--- src/pru_pkg.sv ---
// constants and types of the prefixed rotate unit
`default_nettype none
package pru_pkg;
   localparam logic [7:0] PRU_PFX_CB = 8'hcb;
   localparam logic [7:0] PRU_PFX_IX = 8'hdd;
   localparam logic [7:0] PRU_PFX_IY = 8'hfd;
   localparam logic [4:0] PRU_OP_RLC = 5'h00;
   localparam logic [4:0] PRU_OP_RRC = 5'h01;
   localparam logic [4:0] PRU_OP_RL = 5'h02;
   localparam logic [2:0] PRU_REG_MEM = 3'h6;
   // flag bit positions
   localparam int PRU_F_S = 7;
   localparam int PRU_F_Z = 6;
   localparam int PRU_F_H = 4;
   localparam int PRU_F_PV = 2;
   localparam int PRU_F_N = 1;
   localparam int PRU_F_C = 0;
   localparam logic [7:0] PRU_FLAGS_RST = 8'h00;
   localparam logic [15:0] PRU_PTR_RST = 16'h0000;
   // clock states per machine cycle along each form
   localparam logic [2:0] PRU_T_M1 = 3'h4;
   localparam logic [2:0] PRU_T_MEMRD = 3'h3;
   localparam logic [2:0] PRU_T_DISP_ADD = 3'h5;
   localparam logic [2:0] PRU_T_PAIR_RD = 3'h4;
   localparam logic [2:0] PRU_T_WR = 3'h3;
   localparam logic [2:0] PRU_T_REGISTER = 3'h4;
   localparam logic [4:0] PRU_TOTAL_REG = 5'h08;
   localparam logic [4:0] PRU_TOTAL_PAIR = 5'h0f;
   localparam logic [4:0] PRU_TOTAL_IDX = 5'h17;
   typedef enum logic [1:0] {
      PRU_KIND_RLC = 2'h0,
      PRU_KIND_RL = 2'h1,
      PRU_KIND_RRC = 2'h2,
      PRU_KIND_BAD = 2'h3
   } pru_kind_e;
endpackage : pru_pkg
`default_nettype wire

--- src/pru_rotate.sv ---
// combinational rotate and flag generator
`default_nettype none
module pru_rotate (
   input wire logic [1:0] kind,
   input wire logic [7:0] operand,
   input wire logic carry_in,
   output logic [7:0] result,
   output logic [7:0] flags
);
   always_comb begin
      unique case (pru_pkg::pru_kind_e'(kind))
         pru_pkg::PRU_KIND_RLC: result = {operand[6:0], operand[7]};
         pru_pkg::PRU_KIND_RL: result = {operand[6:0], carry_in};
         pru_pkg::PRU_KIND_RRC: result = {operand[0], operand[7:1]};
         default: result = operand;
      endcase
   end
   always_comb begin
      flags = 8'h00;
      flags[pru_pkg::PRU_F_S] = result[7];
      flags[pru_pkg::PRU_F_Z] = (result == 8'h00);
      flags[pru_pkg::PRU_F_PV] = ~^result;
      flags[pru_pkg::PRU_F_H] = 1'b0;
      flags[pru_pkg::PRU_F_N] = 1'b0;
      flags[pru_pkg::PRU_F_C] = (kind == 2'h2) ? operand[0] : operand[7];
   end
endmodule // pru_rotate
`default_nettype wire

--- src/pru_state_timer.sv ---
// counts clock states inside one machine cycle
`default_nettype none
module pru_state_timer (
   input wire logic clk,
   input wire logic rst,
   input wire logic start,
   input wire logic [2:0] length,
   output logic last
);
   logic [2:0] cnt_r;
   always_ff @(posedge clk) begin
      if (rst || start) begin
         cnt_r <= 3'h1;
      end else if (!last) begin
         cnt_r <= cnt_r + 3'h1;
      end
   end
   assign last = (cnt_r >= length);
endmodule // pru_state_timer
`default_nettype wire

--- src/pru_top.sv ---
// prefixed rotate unit: fetch, decode, execute, write back
`default_nettype none
module pru_top (
   input wire logic REF_CLK,
   input wire logic RST,
   input wire logic START,
   input wire logic [15:0] IDX1,
   input wire logic [15:0] IDX2,
   input wire logic [15:0] PAIR,
   input wire logic [63:0] REGS,
   input wire logic CARRY_IN,
   input wire logic [7:0] MEM_RDATA,
   output logic [15:0] MEM_ADDR,
   output logic MEM_RD,
   output logic MEM_WR,
   output logic [7:0] MEM_WDATA,
   output logic REG_WE,
   output logic [2:0] REG_SEL,
   output logic [7:0] REG_WDATA,
   output logic [7:0] FLAGS,
   output logic FLAGS_WE,
   output logic [15:0] PC,
   output logic BUSY,
   output logic DONE,
   output logic ILLEGAL,
   output logic [4:0] STATES
);
   // each machine cycle runs a fixed count of clock states
   typedef enum logic [3:0] {
      PRU_IDLE = 4'h0,
      PRU_FETCH1 = 4'h1,
      PRU_FETCH2 = 4'h3,
      PRU_DISP = 4'h2,
      PRU_ADDCALC = 4'h6,
      PRU_READ = 4'h5,
      PRU_WRITE = 4'h4,
      PRU_FIN = 4'hc
   } pru_state_e;

   pru_state_e st_r;
   logic [1:0] pfx_r;
   logic [15:0] pc_r;
   logic [15:0] ea_r;
   logic [7:0] disp_r;
   logic [7:0] op_r;
   logic [7:0] data_r;
   logic [4:0] states_r;
   logic tm_start;
   logic tm_last;
   logic [2:0] tm_len;
   logic [1:0] kind;
   logic [7:0] rot_res;
   logic [7:0] rot_flags;
   logic [7:0] operand;

   function automatic logic [1:0] op_kind(input logic [7:0] op);
      unique case (op[7:3])
         pru_pkg::PRU_OP_RLC: op_kind = pru_pkg::PRU_KIND_RLC;
         pru_pkg::PRU_OP_RL: op_kind = pru_pkg::PRU_KIND_RL;
         pru_pkg::PRU_OP_RRC: op_kind = pru_pkg::PRU_KIND_RRC;
         default: op_kind = pru_pkg::PRU_KIND_BAD;
      endcase
   endfunction

   assign kind = op_kind(op_r);
   assign operand = (pfx_r == 2'h0 && op_r[2:0] != pru_pkg::PRU_REG_MEM) ?
                    REGS[op_r[2:0]*8 +: 8] : data_r;

   pru_rotate u_rot (
      .kind(kind),
      .operand(operand),
      .carry_in(CARRY_IN),
      .result(rot_res),
      .flags(rot_flags)
   );

   always_comb begin
      unique case (st_r)
         PRU_DISP: tm_len = pru_pkg::PRU_T_MEMRD;
         // the opcode byte of the index forms is read during the add
         PRU_ADDCALC: tm_len = pru_pkg::PRU_T_DISP_ADD;
         // operand read is four states in both memory forms
         PRU_READ: tm_len = pru_pkg::PRU_T_PAIR_RD;
         PRU_WRITE: tm_len = pru_pkg::PRU_T_WR;
         default: tm_len = pru_pkg::PRU_T_M1;
      endcase
   end

   logic adv;
   assign adv = tm_last && st_r != PRU_IDLE && st_r != PRU_FIN;
   assign tm_start = (st_r == PRU_IDLE && START) || adv;

   // every state that consumes an instruction byte
   logic fetching;
   assign fetching = st_r == PRU_FETCH1 || st_r == PRU_FETCH2 || st_r == PRU_DISP ||
                     st_r == PRU_ADDCALC;

   pru_state_timer u_tm (
      .clk(REF_CLK),
      .rst(RST),
      .start(tm_start),
      .length(tm_len),
      .last(tm_last)
   );

   // sequencing of machine cycles
   always_ff @(posedge REF_CLK) begin
      if (RST) begin
         st_r <= PRU_IDLE;
      end else begin
         unique case (st_r)
            PRU_IDLE: if (START) st_r <= PRU_FETCH1;
            PRU_FETCH1: if (tm_last) begin
               if (MEM_RDATA == pru_pkg::PRU_PFX_CB) begin
                  st_r <= PRU_FETCH2;
               end else if (MEM_RDATA == pru_pkg::PRU_PFX_IX ||
                            MEM_RDATA == pru_pkg::PRU_PFX_IY) begin
                  st_r <= PRU_FETCH2;
               end else begin
                  st_r <= PRU_FIN;
               end
            end
            PRU_FETCH2: if (tm_last) begin
               if (pfx_r != 2'h0) begin
                  st_r <= (MEM_RDATA == pru_pkg::PRU_PFX_CB) ? PRU_DISP : PRU_FIN;
               end else if (op_kind(MEM_RDATA) == pru_pkg::PRU_KIND_BAD) begin
                  st_r <= PRU_FIN;
               end else if (MEM_RDATA[2:0] == pru_pkg::PRU_REG_MEM) begin
                  // pair form goes straight to the operand read
                  st_r <= PRU_READ;
               end else begin
                  st_r <= PRU_FIN;
               end
            end
            PRU_DISP: if (tm_last) st_r <= PRU_ADDCALC;
            // opcode byte arrives at the end of the add cycle
            PRU_ADDCALC: if (tm_last) begin
               st_r <= (op_kind(MEM_RDATA) == pru_pkg::PRU_KIND_BAD ||
                        MEM_RDATA[2:0] != pru_pkg::PRU_REG_MEM) ? PRU_FIN : PRU_READ;
            end
            PRU_READ: if (tm_last) st_r <= PRU_WRITE;
            PRU_WRITE: if (tm_last) st_r <= PRU_FIN;
            PRU_FIN: st_r <= PRU_IDLE;
            default: st_r <= PRU_IDLE;
         endcase
      end
   end

   // prefix and opcode capture
   always_ff @(posedge REF_CLK) begin
      if (RST) begin
         pfx_r <= 2'h0;
         op_r <= 8'h00;
         disp_r <= 8'h00;
      end else begin
         if (st_r == PRU_IDLE && START) begin
            pfx_r <= 2'h0;
         end
         if (st_r == PRU_FETCH1 && tm_last) begin
            pfx_r <= (MEM_RDATA == pru_pkg::PRU_PFX_IX) ? 2'h1 :
                     (MEM_RDATA == pru_pkg::PRU_PFX_IY) ? 2'h2 : 2'h0;
         end
         if (st_r == PRU_FETCH2 && tm_last && pfx_r == 2'h0) begin
            op_r <= MEM_RDATA;
         end
         if (st_r == PRU_DISP && tm_last) begin
            disp_r <= MEM_RDATA;
         end
         if (st_r == PRU_ADDCALC && tm_last && pfx_r != 2'h0) begin
            op_r <= MEM_RDATA;
         end
      end
   end

   // address generation and read data
   always_ff @(posedge REF_CLK) begin
      if (RST) begin
         ea_r <= pru_pkg::PRU_PTR_RST;
         data_r <= 8'h00;
      end else begin
         if (st_r == PRU_ADDCALC && tm_last) begin
            ea_r <= ((pfx_r == 2'h1) ? IDX1 : IDX2) + {{8{disp_r[7]}}, disp_r};
         end else if (st_r == PRU_FETCH2 && pfx_r == 2'h0) begin
            ea_r <= PAIR;
         end
         if (st_r == PRU_READ && tm_last) begin
            data_r <= MEM_RDATA;
         end
      end
   end

   // bus outputs, all registered
   always_ff @(posedge REF_CLK) begin
      if (RST) begin
         MEM_ADDR <= pru_pkg::PRU_PTR_RST;
         MEM_RD <= 1'b0;
         MEM_WR <= 1'b0;
         MEM_WDATA <= 8'h00;
         pc_r <= pru_pkg::PRU_PTR_RST;
      end else begin
         MEM_RD <= 1'b0;
         MEM_WR <= 1'b0;
         if (st_r == PRU_IDLE && START) begin
            MEM_ADDR <= pc_r;
         end
         // address follows the new pointer, else a byte is read twice
         if (fetching && tm_last) begin
            pc_r <= pc_r + 16'h0001;
            MEM_ADDR <= pc_r + 16'h0001;
            MEM_RD <= 1'b1;
         end
         if (st_r == PRU_READ && tm_last) begin
            MEM_RD <= 1'b1;
         end
         if (st_r == PRU_WRITE) begin
            MEM_ADDR <= ea_r;
            MEM_WDATA <= rot_res;
            MEM_WR <= tm_last;
         end else if (st_r == PRU_READ) begin
            MEM_ADDR <= ea_r;
         end
      end
   end

   // result delivery and status
   always_ff @(posedge REF_CLK) begin
      if (RST) begin
         REG_WE <= 1'b0;
         REG_SEL <= 3'h0;
         REG_WDATA <= 8'h00;
         FLAGS <= pru_pkg::PRU_FLAGS_RST;
         FLAGS_WE <= 1'b0;
         DONE <= 1'b0;
         ILLEGAL <= 1'b0;
         BUSY <= 1'b0;
         STATES <= 5'h00;
         states_r <= 5'h00;
      end else begin
         REG_WE <= 1'b0;
         FLAGS_WE <= 1'b0;
         DONE <= 1'b0;
         BUSY <= (st_r != PRU_IDLE && st_r != PRU_FIN) || (st_r == PRU_IDLE && START);
         if (st_r == PRU_IDLE) begin
            states_r <= 5'h00;
         end else if (st_r != PRU_FIN) begin
            states_r <= states_r + 5'h01;
         end
         if (st_r == PRU_FETCH2 && tm_last && pfx_r == 2'h0 &&
             op_kind(MEM_RDATA) != pru_pkg::PRU_KIND_BAD &&
             MEM_RDATA[2:0] != pru_pkg::PRU_REG_MEM) begin
            REG_WE <= 1'b1;
            REG_SEL <= MEM_RDATA[2:0];
            REG_WDATA <= (op_kind(MEM_RDATA) == pru_pkg::PRU_KIND_RRC) ?
               {REGS[MEM_RDATA[2:0]*8], REGS[MEM_RDATA[2:0]*8+1 +: 7]} :
               (op_kind(MEM_RDATA) == pru_pkg::PRU_KIND_RL) ?
               {REGS[MEM_RDATA[2:0]*8 +: 7], CARRY_IN} :
               {REGS[MEM_RDATA[2:0]*8 +: 7], REGS[MEM_RDATA[2:0]*8+7]};
         end
         if (st_r == PRU_FIN) begin
            DONE <= 1'b1;
            STATES <= states_r;
            ILLEGAL <= !(REG_WE || MEM_WR);
         end
         if ((st_r == PRU_WRITE && tm_last) || (st_r == PRU_FIN && REG_WE)) begin
            FLAGS <= rot_flags;
            FLAGS_WE <= 1'b1;
         end
      end
   end

   assign PC = pc_r;
endmodule // pru_top
`default_nettype wire

--- config.mk ---
export PLATFORM = sky130hd
export DESIGN_NAME = pru_top
export DESIGN_NICKNAME = d
export VERILOG_FILES = /design/src/pru_pkg.sv /design/src/pru_rotate.sv /design/src/pru_state_timer.sv /design/src/pru_top.sv
export SDC_FILE = /design/constraint.sdc
export NUM_CORES = 1
export LEC_CHECK = 0
export BUFFER_PORTS_ARGS = -buffer_cell sky130_fd_sc_hd__buf_2
export CORE_MARGIN = 2
export CORE_UTILIZATION = 40
export DETAILED_ROUTE_END_ITERATION = 8
export HOLD_SLACK_MARGIN = 0.1
export PLACE_DENSITY_LB_ADDON = 0.2
export SYNTH_ARGS = -nofsm -noshare
export SYNTH_HDL_FRONTEND = slang
export SYNTH_HIERARCHICAL = 1
export SYNTH_SLANG_ARGS = --single-unit
export TNS_END_PERCENT = 30
--- constraint.sdc ---
create_clock -name REF_CLK -period 3.89 [get_ports REF_CLK]
set_input_delay 0.389 -clock REF_CLK [delete_from_list [all_inputs] [get_ports REF_CLK]]
set_output_delay 0.389 -clock REF_CLK [all_outputs]
set_load 0.005 [all_outputs]
==> impl_metrics.csv <==
group,metric,value,unit
cts,cts_resized,0,
routing,route.detailed.drc,0,
cts,postCtsSetupBuffers,0,
floorplan,dieArea,20600,um2
floorplan,io_pins,195,
logic_synthesis,synth_area_per_cell,8.99,um2
sta,setup_slack,0.693,ns
cells_and_area,fillCellCount,1885,
logic_synthesis,synthFlopType,"dfxtp_1",
logic_synthesis,ys_top_cells_by_area,"dfxtp_1, mux2i_1, mux4_2",
place,dp.cells,1283,
power,seqPwrFrac,35.7,%
critical_path,worst-endpoint-required,4.16,ns
power,p_clk_share,42.8,%
sta,finalHoldViolations,0,
sta,finalCritPeriodShare,82.2,%
sta,min_period,3.20,ns
logic_synthesis,synth_edf_count,0,
logic_synthesis,yosysMostFrequentCell,"dfxtp_1",
grt,grt_util_all_layers,20.8,%
cells_and_area,finalNonFillerCells,1315,
sta,worstMarginPinSlew,0.922,ns
place,place_congestion,0.856,
power,ir_drop,317,uV
grt,grt_pass1_wl,33.6,mm
floorplan,num_rows,51,
logic_synthesis,synth_commonest_cells,"dfxtp_1, nor2_1, nand2_1",
cts,cts_buffer_depth,2,
power,power_frac_comb,21.5,%
sta,slew_viol_final,0,
logic_synthesis,ys_seq_area_share,32.1,%
place,io_buffers,194,
cts,clk_latency,0.42,ns
critical_path,arrival,3.46,ns
logic_synthesis,yosysTopAreaCell,"dfxtp_1",
cts,cts_buffers,17,
place,dp_hpwl,16.1,mm
routing,wirelength,21.3,mm
routing,first_pass_iters,5,
run_status,status,"completed",
cts,hold_buffers,0,
cells_and_area,antennaDiodeCount,0,
logic_synthesis,yosys_warnings,6,
sta,finClkSkew,0.0136,ns
hold_path,holdCritPathClass,"input port to flip-flop",
cts,cts_tree,"done",
place,pre_cts_slack,0.718,ns
floorplan,die_w,144,um
floorplan,core,19300,um2
grt,grt_max_degree,86,
critical_path,critPathKind,"flip-flop to flip-flop",
cts,clkTransAtPathRegs,0.06,ns
cells_and_area,seq_area,2500,um2
sta,rsz0062_at_grt,"false",
floorplan,start_util,40.4,%
power,p_leak,0.00428,uW
power,power_density,412,nW/um2
cts,cts_sinks,125,
cells_and_area,multi_input_area,4920,um2
cells_and_area,syn_to_final_growth,22.3,%
floorplan,die_y,144,um
sta,fin_setup_tns,0,ns
grt,grt.overflow.total,0,
critical_path,crit_path_start_kind,"flip-flop",
logic_synthesis,yosysTopAreaCellShare,32.1,%
routing,wl_per_cell,16.2,um
sta,fmax,313,MHz
power,p_sw,1200,uW
logic_synthesis,netlist_area,7790,um2
cts,cts_root_buffer,"clkbuf_16",
power,p_int,2730,uW
routing,drtIter0Drc,507,
sta,relSlewSlack,38.6,%
logic_synthesis,async_flop_share,0,%
logic_synthesis,syn_inst,866,
routing,ant_nets,0,
cells_and_area,layout.nets,1187,
grt,grt_pass1_vias,6419,
job,drv_cap,0,
critical_path,crit_fanout,17,
routing,vias,6943,
critical_path,cp-end-kind,"flip-flop",
cells_and_area,layout-drive-gt1-share,29.4,%
sta,setup_violations,0,
power,netSwitchingFraction,30.5,%
logic_synthesis,ys_ff_latch,125,
cts,htreeDepth,4,
routing,via_per_inst,5.28,
logic_synthesis,ys_types,78,
grt,antenna_found_initial,0,
cell type report:
type,count,share of cell area [%]
Multi-Input combinational cell,669,51.7
Sequential cell,125,26.3
Timing Repair Buffer,211,11.6
Clock buffer,17,4.46
Tap cell,265,3.48
Clock inverter,15,2.06
Inverter,13,0.512
cells in the final DEF (no fill, tap or decap), drive strengths merged, types with 3 or more instances in the layout:
cell     synthesis  final
or3              5      5
mux2i           74     74
o221ai           3      3
nor4             9      9
nor2b            6      6
a211oi          14     14
nor3            17     17
a2bb2oi         10     10
nand3b           4      4
mux4            25     25
and4             5      5
o21ai           25     25
xnor2           16     16
and2             3      3
nand4            8      8
a22oi            3      3
o22ai           16     16
a21oi           66     66
nand2b          13     13
buf             33    211
nand3           12     12
nor2            98     98
bufinv           0      3
xor2            13     13
and3             3      3
ha              25     25
o211ai           5      5
nand2           82     82
dfxtp          125    125
clkbuf          29     17
conb             1      4
o21bai           3      3
a2111oi          3      3
mux2            24     24
or4              3      3
o2bb2ai          7      7
a21o            22     22
a31oi           11     11
inv             13     22
per-stage QoR:
stage,utilization (%),hold slack [ns],instance area [um2],power (uW)
global placement,46.2,0.442,8910,2270
detailed placement,46.2,0.444,8910,2270
global route,49.4,0.276,9530,4110
finish,49.4,0.269,9530,3920
floorplan,-,0.437,7800,2010
CTS,49.4,0.252,9530,3970
logic make-up (layout without fill, tap and decap cells):
group                    after synthesis  in the layout  share of synthesized area (%)
AND/OR/NAND/NOR                      281            281                           17.4
adder cells (fa/ha/maj)               26             26                           4.27
flip-flops                           125            125                           32.1
buffers and inverters                 75            256                           4.88
AO/OA/AOI/OAI                        206            206                           17.8
XOR/XNOR                              29             29                           3.26
multiplexers                         123            123                           20.2
other                                  1              4                         0.0481
layer usage:
metal  vias up  global-route usage, %  wire (um)
met5         -                      0          0
met3        19                   4.53       1210
met2       219                   31.7       9630
met4         0                   5.78        273
met1      3185                   29.6      10200
li1       3520                      -          -
power by group through the flow:
stage	clock network (uW)	logic, uW	registers [uW]
final	1680	844	1400
after global routing	1770	934	1410
after CTS	1720	848	1400
after detailed placement	0	843	1430
after global placement	0	844	1430
after floorplan	0	608	1410
final timing paths:
path / from / to / slack, ns / cells past startpoint
setup / recovery: st_r[2]$_SDFFE_PP0P_ / MEM_ADDR[10]$_SDFFE_PP0P_ / 0.69 / 12
hold / removal: MEM_RDATA[6] / data_r[6]$_SDFFE_PP0P_ / 0.27 / 3
hold reg to reg: STATES[0]$_SDFFE_PP0P_ / STATES[0]$_SDFFE_PP0P_ / 0.45 / 2
setup reg to reg: st_r[2]$_SDFFE_PP0P_ / MEM_ADDR[10]$_SDFFE_PP0P_ / 0.69 / 12
state kept, by name (all words and copies together), names as in the netlist, 5 cells and up:
name,count
disp_r,8
FLAGS,8
data_r,8
MEM_WDATA,8
MEM_ADDR,16
STATES,5
states_r,5
REG_WDATA,8
PC,16
op_r,8
ea_r,16
critical path, cell delays in order (launching register included):
cell and delay [ns]:
dfxtp_1 0.48, xnor2_1 0.11, nor3_1 0.21, inv_1 0.08, ha_1 0.28, nand2_1 0.07
o21ai_2 0.58, nand2_1 0.19, a21o_1 0.26, a21oi_4 0.24, buf_4 0.24, a2bb2oi_1 0.21
o22ai_1 0.10
Note: power is estimated with default switching activity, not from simulation.
